===== src/include/rgac_map.svh =====
`ifndef RGAC_MAP_SVH
`define RGAC_MAP_SVH
// ==========================================================
// register offsets (byte addresses, one word each)
`define RGAC_OFF_CTRL      4'h0
`define RGAC_OFF_TAKEOVER  4'h4
`define RGAC_OFF_MANUAL    4'h8
`define RGAC_OFF_STATUS    4'hc
// ==========================================================
// field positions
`define RGAC_CTRL_AUTO_BIT 0
`define RGAC_MAN_FE_LSB    0
`define RGAC_MAN_BB_LSB    8
`define RGAC_ST_FE_LSB     0
`define RGAC_ST_BB_LSB     8
`define RGAC_ST_REQ_LSB    16
`define RGAC_ST_AUTO_BIT   24
// ==========================================================
// step limits and reset values
`define RGAC_FE_MAX        5'h12
`define RGAC_BB_MAX        5'h0f
`define RGAC_REQ_MAX       6'h21
`define RGAC_TAKEOVER_RST  6'h06
`define RGAC_STEP_DB       8'h02
`endif


===== src/include/rgac_pkg.sv =====
// ==========================================================
// shared types of the gain/attenuation controller
package rgac_pkg;
    typedef logic [4:0] rgac_step_t;   // one attenuator, in 2 dB steps
    typedef logic [5:0] rgac_req_t;    // requested total, in steps
    // detector comparator pair
    typedef struct packed {
        logic under;                   // envelope below underload level
        logic over;                    // envelope above overload level
    } rgac_det_s;
    // split attenuation pair
    typedef struct packed {
        rgac_step_t fe;                // front-end share
        rgac_step_t bb;                // baseband share
    } rgac_att_s;
    // controller states
    typedef enum logic [1:0] {
        RGAC_MANUAL = 2'b01,
        RGAC_AUTO   = 2'b10
    } rgac_mode_e;
endpackage : rgac_pkg


===== src/hw/rgac_top.sv =====
`timescale 1ns/1ps
`default_nettype none
`include "rgac_map.svh"
// Summary of operation
// [RULE1] manual or automatic mode, software selected
// [RULE2] automatic mode regulates attenuation without software
// [RULE3] reads LNA and TIA comparator pairs
// [RULE4] front-end attenuator: 18 steps of 2 dB
// [RULE5] baseband attenuator: 15 steps of 2 dB
// [RULE6] first steps go to baseband attenuator
// [RULE7] above takeover, steps go to front end
// [RULE8] front end full, rest back to baseband
// [RULE9] takeover threshold is software writable
// [RULE10] request maps to shares summing to total
// [RULE11] applied attenuation reported downstream
// [RULE12] overload up one step, underload down one
// [RULE13] manual mode uses software values, ignores detectors
module rgac_top (
    // clock and reset
    input  wire logic                  clk,
    input  wire logic                  rst,
    // avalon-mm slave
    input  wire logic [3:0]            avs_address,
    input  wire logic                  avs_read,
    input  wire logic                  avs_write,
    input  wire logic [31:0]           avs_writedata,
    input  wire logic [3:0]            avs_byteenable,
    output var  logic [31:0]           avs_readdata,
    output var  logic                  avs_waitrequest,
    // peak detectors
    input  wire rgac_pkg::rgac_det_s   lna_det,
    input  wire rgac_pkg::rgac_det_s   tia_det,
    // attenuator drive
    output var  rgac_pkg::rgac_step_t  front_end_attenuation,
    output var  rgac_pkg::rgac_step_t  baseband_attenuation,
    // downstream report, total in dB
    output var  logic [7:0]            applied_atten_db
);
    import rgac_pkg::*;

    // ==========================================================
    // state
    rgac_mode_e  mode_r;              // operating mode
    rgac_req_t   takeover_r;          // takeover threshold
    rgac_step_t  man_fe_r;            // manual front-end setting
    rgac_step_t  man_bb_r;            // manual baseband setting
    rgac_req_t   req_r;               // requested total
    rgac_req_t   req_nxt;             // next requested total
    rgac_att_s   split_att;           // split of request
    logic        ack_r;               // bus answer cycle
    logic        any_over;            // some detector overloaded
    logic        any_under;           // all detectors underloaded

    // clip a written value to a limit
    function automatic rgac_step_t clip5(input logic [4:0] v, input logic [4:0] lim);
        clip5 = (v > lim) ? lim : v;
    endfunction : clip5

    // write strobe of one register, taken on the answer cycle only
    // one decode shared by every register write
    function automatic logic wr_hit(input logic [3:0] off);
        wr_hit = avs_write & ack_r & (avs_address == off);
    endfunction : wr_hit

    // ==========================================================
    // bus handshake: one wait cycle, then answer
    always_ff @(posedge clk) begin
        if (rst) begin
            ack_r <= 1'b0;
        end else begin
            ack_r <= (avs_read | avs_write) & ~ack_r;
        end
    end
    assign avs_waitrequest = (avs_read | avs_write) & ~ack_r;

    // ==========================================================
    // mode register
    always_ff @(posedge clk) begin
        if (rst) begin
            mode_r <= RGAC_MANUAL;
        end else if (wr_hit(`RGAC_OFF_CTRL) && avs_byteenable[0]) begin
            // bit selects automatic regulation
            mode_r <= avs_writedata[`RGAC_CTRL_AUTO_BIT] ? RGAC_AUTO : RGAC_MANUAL; // RULE1
        end
    end

    // ==========================================================
    // takeover threshold
    always_ff @(posedge clk) begin
        if (rst) begin
            takeover_r <= `RGAC_TAKEOVER_RST;
        end else if (wr_hit(`RGAC_OFF_TAKEOVER) && avs_byteenable[0]) begin
            takeover_r <= avs_writedata[5:0];                      // RULE9
        end
    end

    // ==========================================================
    // manual settings, clipped to each attenuator range
    always_ff @(posedge clk) begin
        if (rst) begin
            man_fe_r <= 5'h00;
            man_bb_r <= 5'h00;
        end else if (wr_hit(`RGAC_OFF_MANUAL)) begin
            if (avs_byteenable[0]) begin
                man_fe_r <= clip5(avs_writedata[`RGAC_MAN_FE_LSB +: 5], `RGAC_FE_MAX); // RULE4
            end
            if (avs_byteenable[1]) begin
                man_bb_r <= clip5(avs_writedata[`RGAC_MAN_BB_LSB +: 5], `RGAC_BB_MAX); // RULE5
            end
        end
    end

    // ==========================================================
    // detector evaluation
    always_comb begin
        any_over  = lna_det.over | tia_det.over;                   // RULE3
        any_under = lna_det.under & tia_det.under;
    end

    // ==========================================================
    // request stepping
    always_comb begin
        req_nxt = req_r;
        unique case (mode_r)
            RGAC_AUTO: begin
                if (any_over) begin
                    // overload wins, step up, saturate
                    if (req_r < `RGAC_REQ_MAX) begin
                        req_nxt = req_r + 6'h01;                  // RULE12
                    end
                end else if (any_under) begin
                    if (req_r != 6'h00) begin
                        req_nxt = req_r - 6'h01;                  // RULE12
                    end
                end
            end
            RGAC_MANUAL: begin
                // detectors ignored
                req_nxt = req_r;                                  // RULE13
            end
            default: req_nxt = req_r;
        endcase
    end

    always_ff @(posedge clk) begin
        if (rst) begin
            req_r <= 6'h00;
        end else begin
            req_r <= req_nxt;                                      // RULE2
        end
    end

    // ==========================================================
    // split request into two shares
    rgac_split u_split (
        .req      (req_r),
        .takeover (takeover_r),
        .att      (split_att)                                      // RULE10
    );

    // ==========================================================
    // attenuator outputs, registered
    always_ff @(posedge clk) begin
        if (rst) begin
            front_end_attenuation <= 5'h00;
            baseband_attenuation  <= 5'h00;
        end else if (mode_r == RGAC_AUTO) begin
            front_end_attenuation <= split_att.fe;                 // RULE2
            baseband_attenuation  <= split_att.bb;
        end else begin
            front_end_attenuation <= man_fe_r;                     // RULE13
            baseband_attenuation  <= man_bb_r;
        end
    end

    // ==========================================================
    // applied total in dB for signal-strength correction
    always_ff @(posedge clk) begin
        if (rst) begin
            applied_atten_db <= 8'h00;
        end else begin
            applied_atten_db <= 8'(({3'h0, front_end_attenuation} + {3'h0, baseband_attenuation})
                                   * `RGAC_STEP_DB);                // RULE11
        end
    end

    // ==========================================================
    // read data, registered in the first (wait) cycle, ready for the answer
    always_ff @(posedge clk) begin
        if (rst) begin
            avs_readdata <= 32'h0000_0000;
        end else if (avs_read && !ack_r) begin
            avs_readdata <= 32'h0000_0000;
            case (avs_address)
                `RGAC_OFF_CTRL:     avs_readdata[`RGAC_CTRL_AUTO_BIT] <= (mode_r == RGAC_AUTO);
                `RGAC_OFF_TAKEOVER: avs_readdata[5:0] <= takeover_r;
                `RGAC_OFF_MANUAL: begin
                    avs_readdata[`RGAC_MAN_FE_LSB +: 5] <= man_fe_r;
                    avs_readdata[`RGAC_MAN_BB_LSB +: 5] <= man_bb_r;
                end
                `RGAC_OFF_STATUS: begin
                    avs_readdata[`RGAC_ST_FE_LSB +: 5]  <= front_end_attenuation; // RULE11
                    avs_readdata[`RGAC_ST_BB_LSB +: 5]  <= baseband_attenuation;
                    avs_readdata[`RGAC_ST_REQ_LSB +: 6] <= req_r;
                    avs_readdata[`RGAC_ST_AUTO_BIT]     <= (mode_r == RGAC_AUTO);
                end
                default: avs_readdata <= 32'h0000_0000;
            endcase
        end
    end
endmodule : rgac_top
`default_nettype wire


===== src/hw/rgac_split.sv =====
`timescale 1ns/1ps
`default_nettype none
`include "rgac_map.svh"
// ==========================================================
// splits a requested total into front-end and baseband shares
module rgac_split (
    // request
    input  wire rgac_pkg::rgac_req_t  req,
    input  wire rgac_pkg::rgac_req_t  takeover,
    // shares
    output var  rgac_pkg::rgac_att_s  att
);
    import rgac_pkg::*;
    rgac_req_t tk;        // takeover clipped to baseband range
    rgac_req_t fe_room;   // steps above takeover
    // ==========================================================
    // piecewise map: baseband first, then front end, then baseband
    always_comb begin
        tk = (takeover > {1'b0, `RGAC_BB_MAX}) ? {1'b0, `RGAC_BB_MAX} : takeover;
        fe_room = 6'h00;
        if (req <= tk) begin
            // first steps all on baseband
            att.fe = 5'h00;                                       // RULE6
            att.bb = req[4:0];
        end else begin
            fe_room = req - tk;
            if (fe_room <= {1'b0, `RGAC_FE_MAX}) begin
                // front end takes the added steps
                att.fe = fe_room[4:0];                            // RULE7
                att.bb = tk[4:0];
            end else begin
                // front end full, rest back on baseband
                att.fe = `RGAC_FE_MAX;                            // RULE8
                att.bb = ((req - {1'b0, `RGAC_FE_MAX}) > {1'b0, `RGAC_BB_MAX}) ?
                         `RGAC_BB_MAX : 5'((req - {1'b0, `RGAC_FE_MAX}));
            end
        end
    end
endmodule : rgac_split
`default_nettype wire


===== config.mk =====
export PLATFORM = sky130hd
export DESIGN_NAME = rgac_top
export DESIGN_NICKNAME = d
export VERILOG_FILES = /design/src/include/rgac_pkg.sv /design/src/hw/rgac_top.sv /design/src/hw/rgac_split.sv
export VERILOG_INCLUDE_DIRS = /design/src /design/src/include
export SDC_FILE = /design/constraint.sdc
export NUM_CORES = 1
export LEC_CHECK = 0
export BUFFER_PORTS_ARGS = -buffer_cell sky130_fd_sc_hd__buf_2
export CAP_MARGIN = 20
export CORE_ASPECT_RATIO = 1.1
export CORE_UTILIZATION = 40
export DETAILED_ROUTE_END_ITERATION = 8
export PLACE_DENSITY = 0.66
export SYNTH_ARGS = -nofsm -noshare
export SYNTH_HDL_FRONTEND = slang
export SYNTH_HIERARCHICAL = 1
export SYNTH_SLANG_ARGS = --single-unit

===== constraint.sdc =====
create_clock -name clk -period 2.8 [get_ports clk]
set_clock_uncertainty 0.15 [all_clocks]
set_input_delay 0.28 -clock clk [delete_from_list [all_inputs] [get_ports clk]]
set_output_delay 0.28 -clock clk [all_outputs]
set_load 0.01 [all_outputs]

==> run_results.csv, run 1 <==
group,metric,value,unit
floorplanning,fp.dieArea,9440,sq um
critical_path,path_class,"flip-flop to flip-flop",
detailed_routing,dr.pass1.iters,4,
critical_path,rrSetupSlack,-0.12,ns
place,dp_slack,-0.209,ns
global_routing,grt_pass1_vias,3195,
logic_synthesis,ys_types,76,
pwr,clkPwrFrac,48.7,%
logic_synthesis,synth_ff_type,"dfxtp_1",
timing,fin_ws,-0.120,ns
critical_path,worstPathArrival,3.03,ns
critical_path,crit_end,"front_end_attenuation[0]$_SDFF_PP0_",
detailed_routing,detailroute.via_count,3499,
logic_synthesis,yosysWarnings,6,
pwr,power,1.96,mW
floorplanning,fp.dieW,92.7,microns
pwr,powerDensity,437,nW/um^2
logic_synthesis,syn_inst,433,
detailed_routing,wirelength,9680,microns
critical_path,crit_path_top_delay_cell,"and4b_2",
logic_synthesis,synth-seq-cells,59,
flow_run,cap_violations,0,
timing,hold_viol,0,
timing,setup-violations-final,7,
timing,worstMarginPinSlew,0.722,ns
final_layout,final_net_count,572,
place,place_congestion,0.932,
cts,cts_tree,"yes",
global_routing,grt_max_degree,29,
cts,clk_latency,0.33,ns
detailed_routing,wl_per_cell,15.4,microns
critical_path,endpoint_kind,"flip-flop",
critical_path,cp-start-kind,"flip-flop",
critical_path,reg2reg_depth,15,
cts,clock-sinks,59,
timing,final.min_clock_period,2.92,ns
final_layout,final_core_util,50.8,%
global_routing,overflow,0,
floorplanning,die_h,102,microns
global_routing,grt_pass1_wl,15500,microns
final_layout,layout-drive-gt1-share,30.4,%
pwr,swShare,22.5,%
detailed_routing,drtIter0Drc,297,
floorplanning,pin_count,99,
critical_path,critical_path_required,2.91,ns
pwr,p_leak,1.87,nW
pwr,p_int,1.52,mW
critical_path,cp_cell_sequence,"or2_4, nor2_4, inv_2, ha_4, buf_6, nor2b_4, o31ai_4, a31o_1, o2111ai_2, and4b_2, buf_4, nor2_2, nor3_2, nand2_1, a21oi_1",
floorplanning,rows,36,
run_status,outcome,"finished with violations",
logic_synthesis,async_flop_share,0,%
place,dp_hpwl,7070,microns
logic_synthesis,syn_area,3620,sq um
run_status,failed_checks,"setup timing",
pwr,ir_drop,0.350,mV
cts,cts_buffers,9,
critical_path,r2r-end,"front_end_attenuation[0]$_SDFF_PP0_",
pwr,power_frac_seq,43.4,%
logic_synthesis,avgSynthCellArea,8.36,sq um
critical_path,critPathLaunch,"takeover_r[5]$_SDFFE_PP0P_",
detailed_routing,drcViolationCount,0,
global_routing,grt_usage,20.8,%
timing,slew_viol_final,0,
pwr,power_switching,0.442,mW
cts,clockRootBuffer,"clkbuf_8",
critical_path,path_max_fanout,7,
hold_path,hold_path_class,"input port to flip-flop",
place,numPortBuffers,59,
detailed_routing,drtAntennaViolNets,0,
timing,max_freq,343,MHz
pwr,combPwrFrac,8.0,%
timing,rsz0062_at_grt,"true",
logic_synthesis,ys_seq_area_share,32.6,%
logic_synthesis,synth-edff-count,0,
cts,htreeDepth,3,
cts,ctsLongestPathBuffers,2,
critical_path,critPathMaxStageDelay,0.36,ns
timing,whs,0.0402,ns
global_routing,antenna_found_initial,0,
timing,post-route-period-util,104,%
critical_path,worst_r2r_startpoint,"takeover_r[5]$_SDFFE_PP0P_",
timing,relSlewSlack,51.8,%
cts,clkTransAtPathRegs,0.06,ns
floorplanning,core_area,8830,sq um
detailed_routing,via_per_inst,5.55,
final_layout,syn2layout_area_growth,23.9,%
final_layout,num_antenna_cells,0,
floorplanning,initial_core_util,41.0,%
[worst max-delay path: cells and delay by family, from the launching register on]
kind | cells | cell delay (ns)
simple gates | 7 | 1.16
buf+inv | 3 | 0.31
compound gates | 4 | 0.71
fa+ha+maj | 1 | 0.19
flops | 1 | 0.32
[flip-flops by register name, summed over array words and instances, names as in the netlist]
name and flops:
req_r 6, front_end_attenuation 5, man_fe_r 5, man_bb_r 5, ack_r 1, takeover_r 6, baseband_attenuation 5, applied_atten_db 6
avs_readdata 18, mode_r 2
[cells in the mapped netlist, types with 6 or more instances]
cell type	number	area share, %
nand2_1	41	4.3
o21ai_0	6	0.83
nor2_1	47	4.9
inv_1	13	1.3
xnor2_1	6	1.5
mux2i_1	6	1.7
clkbuf_1	11	1.1
nor2b_1	10	1.7
nor3_1	14	1.9
a221oi_1	6	1.5
ha_1	12	4.1
nand3_1	16	2.2
buf_4	19	3.9
nor4_1	6	1.0
a21oi_1	33	4.6
dfxtp_1	59	33
[layout by cell type (no fill, tap or decap), types with 4 or more instances in the layout]
cell | netlist | layout
buf_2 | 5 | 59
dfxtp_1 | 59 | 58
nor2_1 | 47 | 43
nand2_1 | 41 | 40
buf_4 | 19 | 33
a21oi_1 | 33 | 31
conb_1 | 2 | 19
nand3_1 | 16 | 16
nor3_1 | 14 | 13
inv_1 | 13 | 11
nor2b_1 | 10 | 10
ha_1 | 12 | 10
clkbuf_8 | 0 | 10
a221oi_1 | 6 | 6
mux2i_1 | 6 | 6
o21ai_0 | 6 | 6
nand4_1 | 5 | 5
a22oi_1 | 5 | 5
a211o_1 | 5 | 5
a211oi_2 | 4 | 5
xnor2_1 | 6 | 5
and3_1 | 4 | 4
nand2b_1 | 4 | 4
mux2_2 | 4 | 4
a22o_1 | 4 | 4
nor2_2 | 1 | 4
nor4_1 | 6 | 4
[layout make-up]
type	count	area, sq um
Multi-Input combinational cell	335	2320
Inverter	13	48.8
Tap cell	114	143
Clock inverter	4	97.6
Fill cell	877	4340
Timing Repair Buffer	93	554
Clock buffer	12	145
Sequential cell	59	1180
[worst min-delay path by stage]
stage                                   from                             to  slack [ns]  depth (start not counted)
6_report                    avs_writedata[5]     takeover_r[5]$_SDFFE_PP0P_        0.04                          3
3_3_place_gp   avs_readdata[16]$_SDFFE_PP0P_  avs_readdata[16]$_SDFFE_PP0P_        0.29                          2
2_1_floorplan               avs_writedata[4]       man_fe_r[4]$_SDFFE_PP0P_        0.27                          2
5_1_grt                     avs_writedata[5]     takeover_r[5]$_SDFFE_PP0P_        0.05                          3
3_5_place_dp   avs_readdata[17]$_SDFFE_PP0P_  avs_readdata[17]$_SDFFE_PP0P_        0.30                          2
4_1_cts                     avs_writedata[5]     takeover_r[5]$_SDFFE_PP0P_        0.02                          3
[routing by layer]
metal  share of wire, %  global-route usage, %  vias to the layer above
li1                   -                      -                     1711
met3                4.5                   3.68                       10
met4                1.1                   5.33                        0
met2                 50                   36.2                      100
met1                 45                   26.6                     1678
met5                  0                      0                        -
[cell families after synthesis]
family / Yosys count / synth area share, %
muxes: 13 / 4.15
and+or+nand+nor: 173 / 24.8
adders and majority gates: 13 / 4.70
xor gates and xnor gates: 7 / 1.69
buffers and inverters: 56 / 8.98
DFF: 59 / 32.6
AOI/OAI and AO/OA: 110 / 22.8
other: 2 / 0.207
[metrics by stage]
step | instance area [sq um] | TNS (ns) | cells
2_1_floorplan | 3750 | -0.0419 | 450
3_3_place_gp | 4110 | -0.260 | 608
5_1_grt | 4490 | -2.26 | 630
4_1_cts | 4440 | -0.235 | 627
3_5_place_dp | 4110 | -0.710 | 608
6_report | 4490 | -0.694 | 630
[timing repair]
| action | 4_1_cts | 5_1_grt |
|---|---|---|
| pin swaps | 15 | 2 |
| hold buffers | 0 | 0 |
| resized for setup | 15 | 6 |
| setup buffers | 3 | 3 |
| endpoints found under the setup margin | 8 | 10 |
[power groups by stage]
| stage | Sequential [mW] | Clock, mW | Combinational [mW] |
|---|---|---|---|
| floorplan | 0.873 | 0 | 0.112 |
| global placement | 0.870 | 0 | 0.148 |
| detailed placement | 0.871 | 0 | 0.151 |
| CTS | 0.852 | 0.969 | 0.155 |
| global route | 0.852 | 1.00 | 0.173 |
| finish | 0.852 | 0.955 | 0.156 |
(Power assumes the default switching activity.)
==> run 2, diff against run 1 <==
--- a/config.mk
+++ b/config.mk
@@ -8,10 +8,12 @@
 export LEC_CHECK = 0
 export BUFFER_PORTS_ARGS = -buffer_cell sky130_fd_sc_hd__buf_2
 export CAP_MARGIN = 20
-export CORE_ASPECT_RATIO = 1.1
-export CORE_UTILIZATION = 40
+export CELL_PAD_IN_SITES_DETAIL_PLACEMENT = 0
+export CELL_PAD_IN_SITES_GLOBAL_PLACEMENT = 1
+export CORE_ASPECT_RATIO = 1.5
+export CORE_UTILIZATION = 35
 export DETAILED_ROUTE_END_ITERATION = 8
-export PLACE_DENSITY = 0.66
+export PLACE_DENSITY_LB_ADDON = 0.1
 export SYNTH_ARGS = -nofsm -noshare
 export SYNTH_HDL_FRONTEND = slang
 export SYNTH_HIERARCHICAL = 1
==> run_results.csv, run 2 (synthesis results as in run 1) <==
group,metric,value,unit
global_routing,grt_pass1_vias,3338,
place,dpl_cell_area,4140,sq um
timing,worstMarginPinSlew,0.803,ns
timing,final.min_clock_period,2.89,ns
critical_path,critPathLaunch,"takeover_r[5]$_SDFFE_PP0P_",
pwr,powerDensity,458,nW/um^2
timing,relSlewSlack,46.5,%
place,place_congestion,0.777,
cts,clock-sinks,59,
place,numPortBuffers,59,
critical_path,endpoint_kind,"flip-flop",
hold_path,hold_depth,3,
cts,cts_tree,"yes",
detailed_routing,drtAntennaViolNets,0,
floorplanning,initial_core_util,35.9,%
global_routing,grt_usage,20.7,%
critical_path,path_max_fanout,7,
critical_path,crit_path_top_delay_cell,"and4b_4",
final_layout,largest_register_ffs,18,
final_layout,nFillCells,1039,
critical_path,cp_cell_sequence,"or2_4, nor2_4, inv_2, ha_4, nor4_4, o31ai_4, a31o_1, o2111ai_4, and4b_4, nor4_4, a311oi_2, nand2_1, a21oi_1",
timing,max_freq,346,MHz
cts,ctsLongestPathBuffers,2,
floorplanning,fp.dieW,85.1,microns
critical_path,cp-start-kind,"flip-flop",
cts,clkTransAtPathRegs,0.05,ns
global_routing,grt_pass1_wl,17200,microns
floorplanning,rows,45,
final_layout,top_register,"avs_readdata",
place,dp_hpwl,7820,microns
cts,clockRootBuffer,"clkbuf_16",
final_layout,syn2layout_area_growth,28.6,%
flow_run,cap_violations,0,
global_routing,grt_max_degree,39,
critical_path,critical_path_required,2.91,ns
timing,rsz0062_at_grt,"true",
detailed_routing,via_per_inst,5.45,
floorplanning,pin_count,99,
critical_path,critPathMostFrequentCell,"nor4_4",
detailed_routing,wirelength,10700,microns
cts,htreeDepth,3,
detailed_routing,drcViolationCount,0,
final_layout,final_net_count,571,
critical_path,worst_r2r_startpoint,"takeover_r[5]$_SDFFE_PP0P_",
timing,slew_viol_final,0,
global_routing,overflow,0,
critical_path,worstPathArrival,3.00,ns
critical_path,crit_family,"simple AND/OR/NAND/NOR gates",
pwr,ir_drop,0.316,mV
floorplanning,core_area,10100,sq um
detailed_routing,detailroute.via_count,3442,
run_status,outcome,"finished with violations",
pwr,p_leak,1.95,nW
critical_path,path_class,"flip-flop to flip-flop",
floorplanning,die_h,127,microns
critical_path,rrSetupSlack,-0.09,ns
floorplanning,fp.dieArea,10800,sq um
hold_path,min_to,"takeover_r[5]$_SDFFE_PP0P_",
critical_path,critPathMaxStageDelay,0.38,ns
critical_path,crit_buf_inv,1,
final_layout,layout-drive-gt1-share,32.4,%
run_status,failed_checks,"setup timing",
cts,cts_buffers,9,
hold_path,hold_path_class,"input port to flip-flop",
critical_path,r2r-end,"baseband_attenuation[1]$_SDFF_PP0_",
final_layout,instances_no_fill,632,
detailed_routing,drtIter0Drc,114,
place,place_inst,614,
final_layout,num_antenna_cells,0,
timing,setup-violations-final,5,
place,dp_slack,-0.199,ns
timing,hold_viol,0,
cts,clk_latency,0.33,ns
timing,post-route-period-util,103,%
detailed_routing,dr.pass1.iters,4,
global_routing,antenna_found_initial,0,
critical_path,reg2reg_depth,13,
final_layout,design_area,4660,sq um
final_layout,layout_common_cells,"dfxtp_1, buf_2, nor2_1",
detailed_routing,wl_per_cell,16.9,microns
hold_path,min-delay-start,"avs_writedata[5]",
timing,fin_ws,-0.0899,ns
[run 2: cell count changes in the layout (fill, tap and decap cells not counted), moves of 2 or more]
cell       delta
nor2_2        -2
clkinv_2      +2
nor3_2        +2
clkbuf_1      -2
nor2_4        +2
clkbuf_16     +9
nor4_1        -2
nor3_1        -2
bufinv_16     -2
clkbuf_8      -9
[run 2: stage by stage]
stage	TNS (ns)	hold WS (ns)	total power, mW	util (%)
CTS	-0.308	0.0451	2.15	45.2
detailed placement	-0.950	0.298	1.02	41.0
floorplan	-0.0419	0.266	0.985	-
global route	-1.50	0.0537	2.22	46.2
global placement	-0.692	0.291	1.02	41.0
finish	-0.304	0.0449	2.13	46.2
[run 2: final cells by class]
| cell class | instances | area [sq um] | share of cell area [%] |
|---|---|---|---|
| multi-input combinational | 335 | 2440 | 52.3 |
| clock inverter | 6 | 63.8 | 1.37 |
| sequential | 59 | 1180 | 25.4 |
| inverter | 13 | 48.8 | 1.05 |
| timing repair buffer | 92 | 543 | 11.7 |
| tap | 117 | 146 | 3.14 |
| clock buffer | 10 | 239 | 5.13 |
[run 2: layer usage]
metal	share of wire (%)	track usage [%]	wire (microns)	vias up
li1	-	-	-	1704
met2	54	37.7	5750	66
met3	2.7	3.90	293	18
met5	0	0	0	-
met4	1.8	7.48	189	0
met1	42	23.8	4460	1654
[run 2: worst max-delay path by stage]
stage / end / slack, ns / cells past startpoint
3_5_place_dp: baseband_attenuation[2]$_SDFF_PP0_ / -0.20 / 13
5_1_grt: baseband_attenuation[1]$_SDFF_PP0_ / -0.24 / 13
6_report: baseband_attenuation[1]$_SDFF_PP0_ / -0.09 / 13
4_1_cts: baseband_attenuation[0]$_SDFF_PP0_ / -0.08 / 13
3_3_place_gp: baseband_attenuation[1]$_SDFF_PP0_ / -0.18 / 13
2_1_floorplan: baseband_attenuation[1]$_SDFF_PP0_ / -0.02 / 15
[run 2: timing repair]
action                                  in CTS  in global routing
hold buffers                                 0                  0
endpoints found under the setup margin       9                 10
resized for setup                           20                 19
setup buffers                                2                  0
pin swaps                                   17                 11
[run 2: report_power, final]
group / internal (mW) / switching [mW] / total (mW)
sequential: 0.848 / 0.00484 / 0.853
clock: 0.712 / 0.403 / 1.11
combinational: 0.0583 / 0.106 / 0.164
[run 2: worst register-to-register path, cell delays in order (launching register included)]
cell and delay, ns:
dfxtp_1 0.31, or2_4 0.27, nor2_4 0.10, inv_2 0.05
ha_4 0.19, nor4_4 0.24, o31ai_4 0.11, a31o_1 0.26
o2111ai_4 0.25, and4b_4 0.38, nor4_4 0.05, a311oi_2 0.25
nand2_1 0.09, a21oi_1 0.13
==> run 3, diff against run 2 <==
--- a/config.mk
+++ b/config.mk
@@ -13,7 +13,7 @@
 export CORE_ASPECT_RATIO = 1.5
 export CORE_UTILIZATION = 35
 export DETAILED_ROUTE_END_ITERATION = 8
-export PLACE_DENSITY_LB_ADDON = 0.1
+export PLACE_DENSITY_LB_ADDON = 0.05
 export SYNTH_ARGS = -nofsm -noshare
 export SYNTH_HDL_FRONTEND = slang
 export SYNTH_HIERARCHICAL = 1
==> run_results.csv, run 3 (synthesis results as in run 1) <==
group,metric,value,unit
run_status,outcome,"finished with violations",
run_status,failed_checks,"setup timing",
floorplanning,rows,45,
pwr,swShare,24.4,%
critical_path,endpoint_kind,"flip-flop",
pwr,p_leak,1.95,nW
place,numPortBuffers,59,
flow_run,cap_violations,0,
place,place_congestion,0.841,
place,dp_hpwl,7740,microns
place,place_inst,614,
final_layout,design_area,4730,sq um
floorplanning,die_h,127,microns
critical_path,cp-start-kind,"flip-flop",
timing,setup-violations-final,7,
cts,cts_tree,"yes",
detailed_routing,wl_per_cell,16.2,microns
place,dpl_cell_area,4140,sq um
pwr,combPwrFrac,7.7,%
global_routing,grt_usage,20.1,%
cts,clk_latency,0.33,ns
pwr,clkPwrFrac,52.0,%
timing,post-route-period-util,105,%
timing,final.min_clock_period,2.94,ns
floorplanning,pin_count,99,
final_layout,num_antenna_cells,0,
global_routing,antenna_found_initial,0,
final_layout,final_net_count,579,
detailed_routing,detailroute.via_count,3422,
critical_path,critical_path_required,2.91,ns
timing,fin_ws,-0.142,ns
cts,htreeDepth,3,
timing,relSlewSlack,46.9,%
critical_path,worstPathArrival,3.06,ns
critical_path,path_max_fanout,7,
detailed_routing,via_per_inst,5.35,
floorplanning,core_area,10100,sq um
cts,clkTransAtPathRegs,0.05,ns
timing,worstMarginPinSlew,0.797,ns
critical_path,rrSetupSlack,-0.14,ns
cts,cts_buffers,9,
pwr,power_frac_seq,40.4,%
critical_path,path_class,"flip-flop to flip-flop",
global_routing,grt_pass1_vias,3382,
pwr,p_int,1.60,mW
cts,clock-sinks,59,
cts,ctsLongestPathBuffers,2,
global_routing,grt_pass1_wl,16700,microns
floorplanning,initial_core_util,35.9,%
final_layout,layout-drive-gt1-share,33.8,%
final_layout,final_core_util,47.0,%
global_routing,grt_max_degree,41,
timing,hold_viol,0,
floorplanning,fp.dieArea,10800,sq um
detailed_routing,wirelength,10400,microns
final_layout,syn2layout_area_growth,30.7,%
cts,hold_buffers,0,
hold_path,hold_path_class,"input port to flip-flop",
pwr,powerDensity,446,nW/um^2
pwr,ir_drop,0.408,mV
final_layout,top_register,"avs_readdata",
final_layout,largest_register_ffs,18,
cts,clockRootBuffer,"clkbuf_16",
pwr,power_switching,0.516,mW
floorplanning,fp.dieW,85.1,microns
final_layout,layout_common_cells,"dfxtp_1, buf_2, nor2_1",
detailed_routing,drcViolationCount,0,
timing,slew_viol_final,0,
detailed_routing,drtAntennaViolNets,0,
detailed_routing,dr.pass1.iters,4,
final_layout,instances_no_fill,640,
detailed_routing,drtIter0Drc,123,
timing,max_freq,340,MHz
global_routing,overflow,0,
timing,rsz0062_at_grt,"true",
-- run 3: power by group through the flow --
stage	combinational, mW	clock (mW)	sequential (mW)
after global placement	0.153	0	0.870
after detailed placement	0.153	0	0.871
after CTS	0.157	1.12	0.853
after global routing	0.179	1.17	0.853
final	0.162	1.10	0.853
after floorplan	0.112	0	0.873
-- run 3: path summary, 6_finish.rpt --
check / from / endpoint / cells after the start
setup / recovery: takeover_r[5]$_SDFFE_PP0P_ / baseband_attenuation[2]$_SDFF_PP0_ / 13
hold / removal: avs_writedata[5] / takeover_r[5]$_SDFFE_PP0P_ / 3
setup reg to reg: takeover_r[5]$_SDFFE_PP0P_ / baseband_attenuation[2]$_SDFF_PP0_ / 13
hold reg to reg: avs_readdata[20]$_SDFFE_PP0P_ / avs_readdata[20]$_SDFFE_PP0P_ / 2
-- run 3: routing by layer --
layer  track usage [%]  up-vias  part of all wire [%]
li1                  -     1715                     -
met1              22.8     1624                    42
met2              36.5       68                    53
met3              4.10       15                   3.3
met4              7.88        0                   1.6
met5                 0        -                     0
-- run 3: what timing repair did --
action | CTS | global route
resized for setup | 28 | 17
setup buffers | 8 | 2
setup endpoints to repair | 9 | 10
pin swaps | 26 | 5
-- run 3: cell type report --
type / instances / area, sq um
flip-flops and latches: 59 / 1180
well taps: 117 / 146
fillers: 1011 / 5350
inverters: 13 / 48.8
repair buffers: 100 / 614
multi-input cells: 335 / 2440
clock inverters: 7 / 76.3
clock buffers: 9 / 225
-- run 3: stage by stage --
stage	setup WS (ns)	power, mW	hold slack [ns]	TNS, ns
detailed placement	-0.254	1.02	0.297	-1.27
floorplan	-0.0210	0.985	0.266	-0.0419
finish	-0.142	2.11	0.0362	-0.764
CTS	-0.0956	2.13	0.0309	-0.325
global route	-0.285	2.20	0.0519	-1.96
global placement	-0.193	1.02	0.294	-0.870
-- run 3: critical path: stages (launching register included) --
cell	delay [ns]
dfxtp_1	0.31
or2_4	0.27
nor2_4	0.09
inv_2	0.05
ha_4	0.19
nor4_4	0.25
o31ai_4	0.11
a31o_1	0.26
o2111ai_4	0.26
and4b_2	0.36
nor4_2	0.06
a311oi_2	0.26
nand2_1	0.11
a21oi_2	0.14
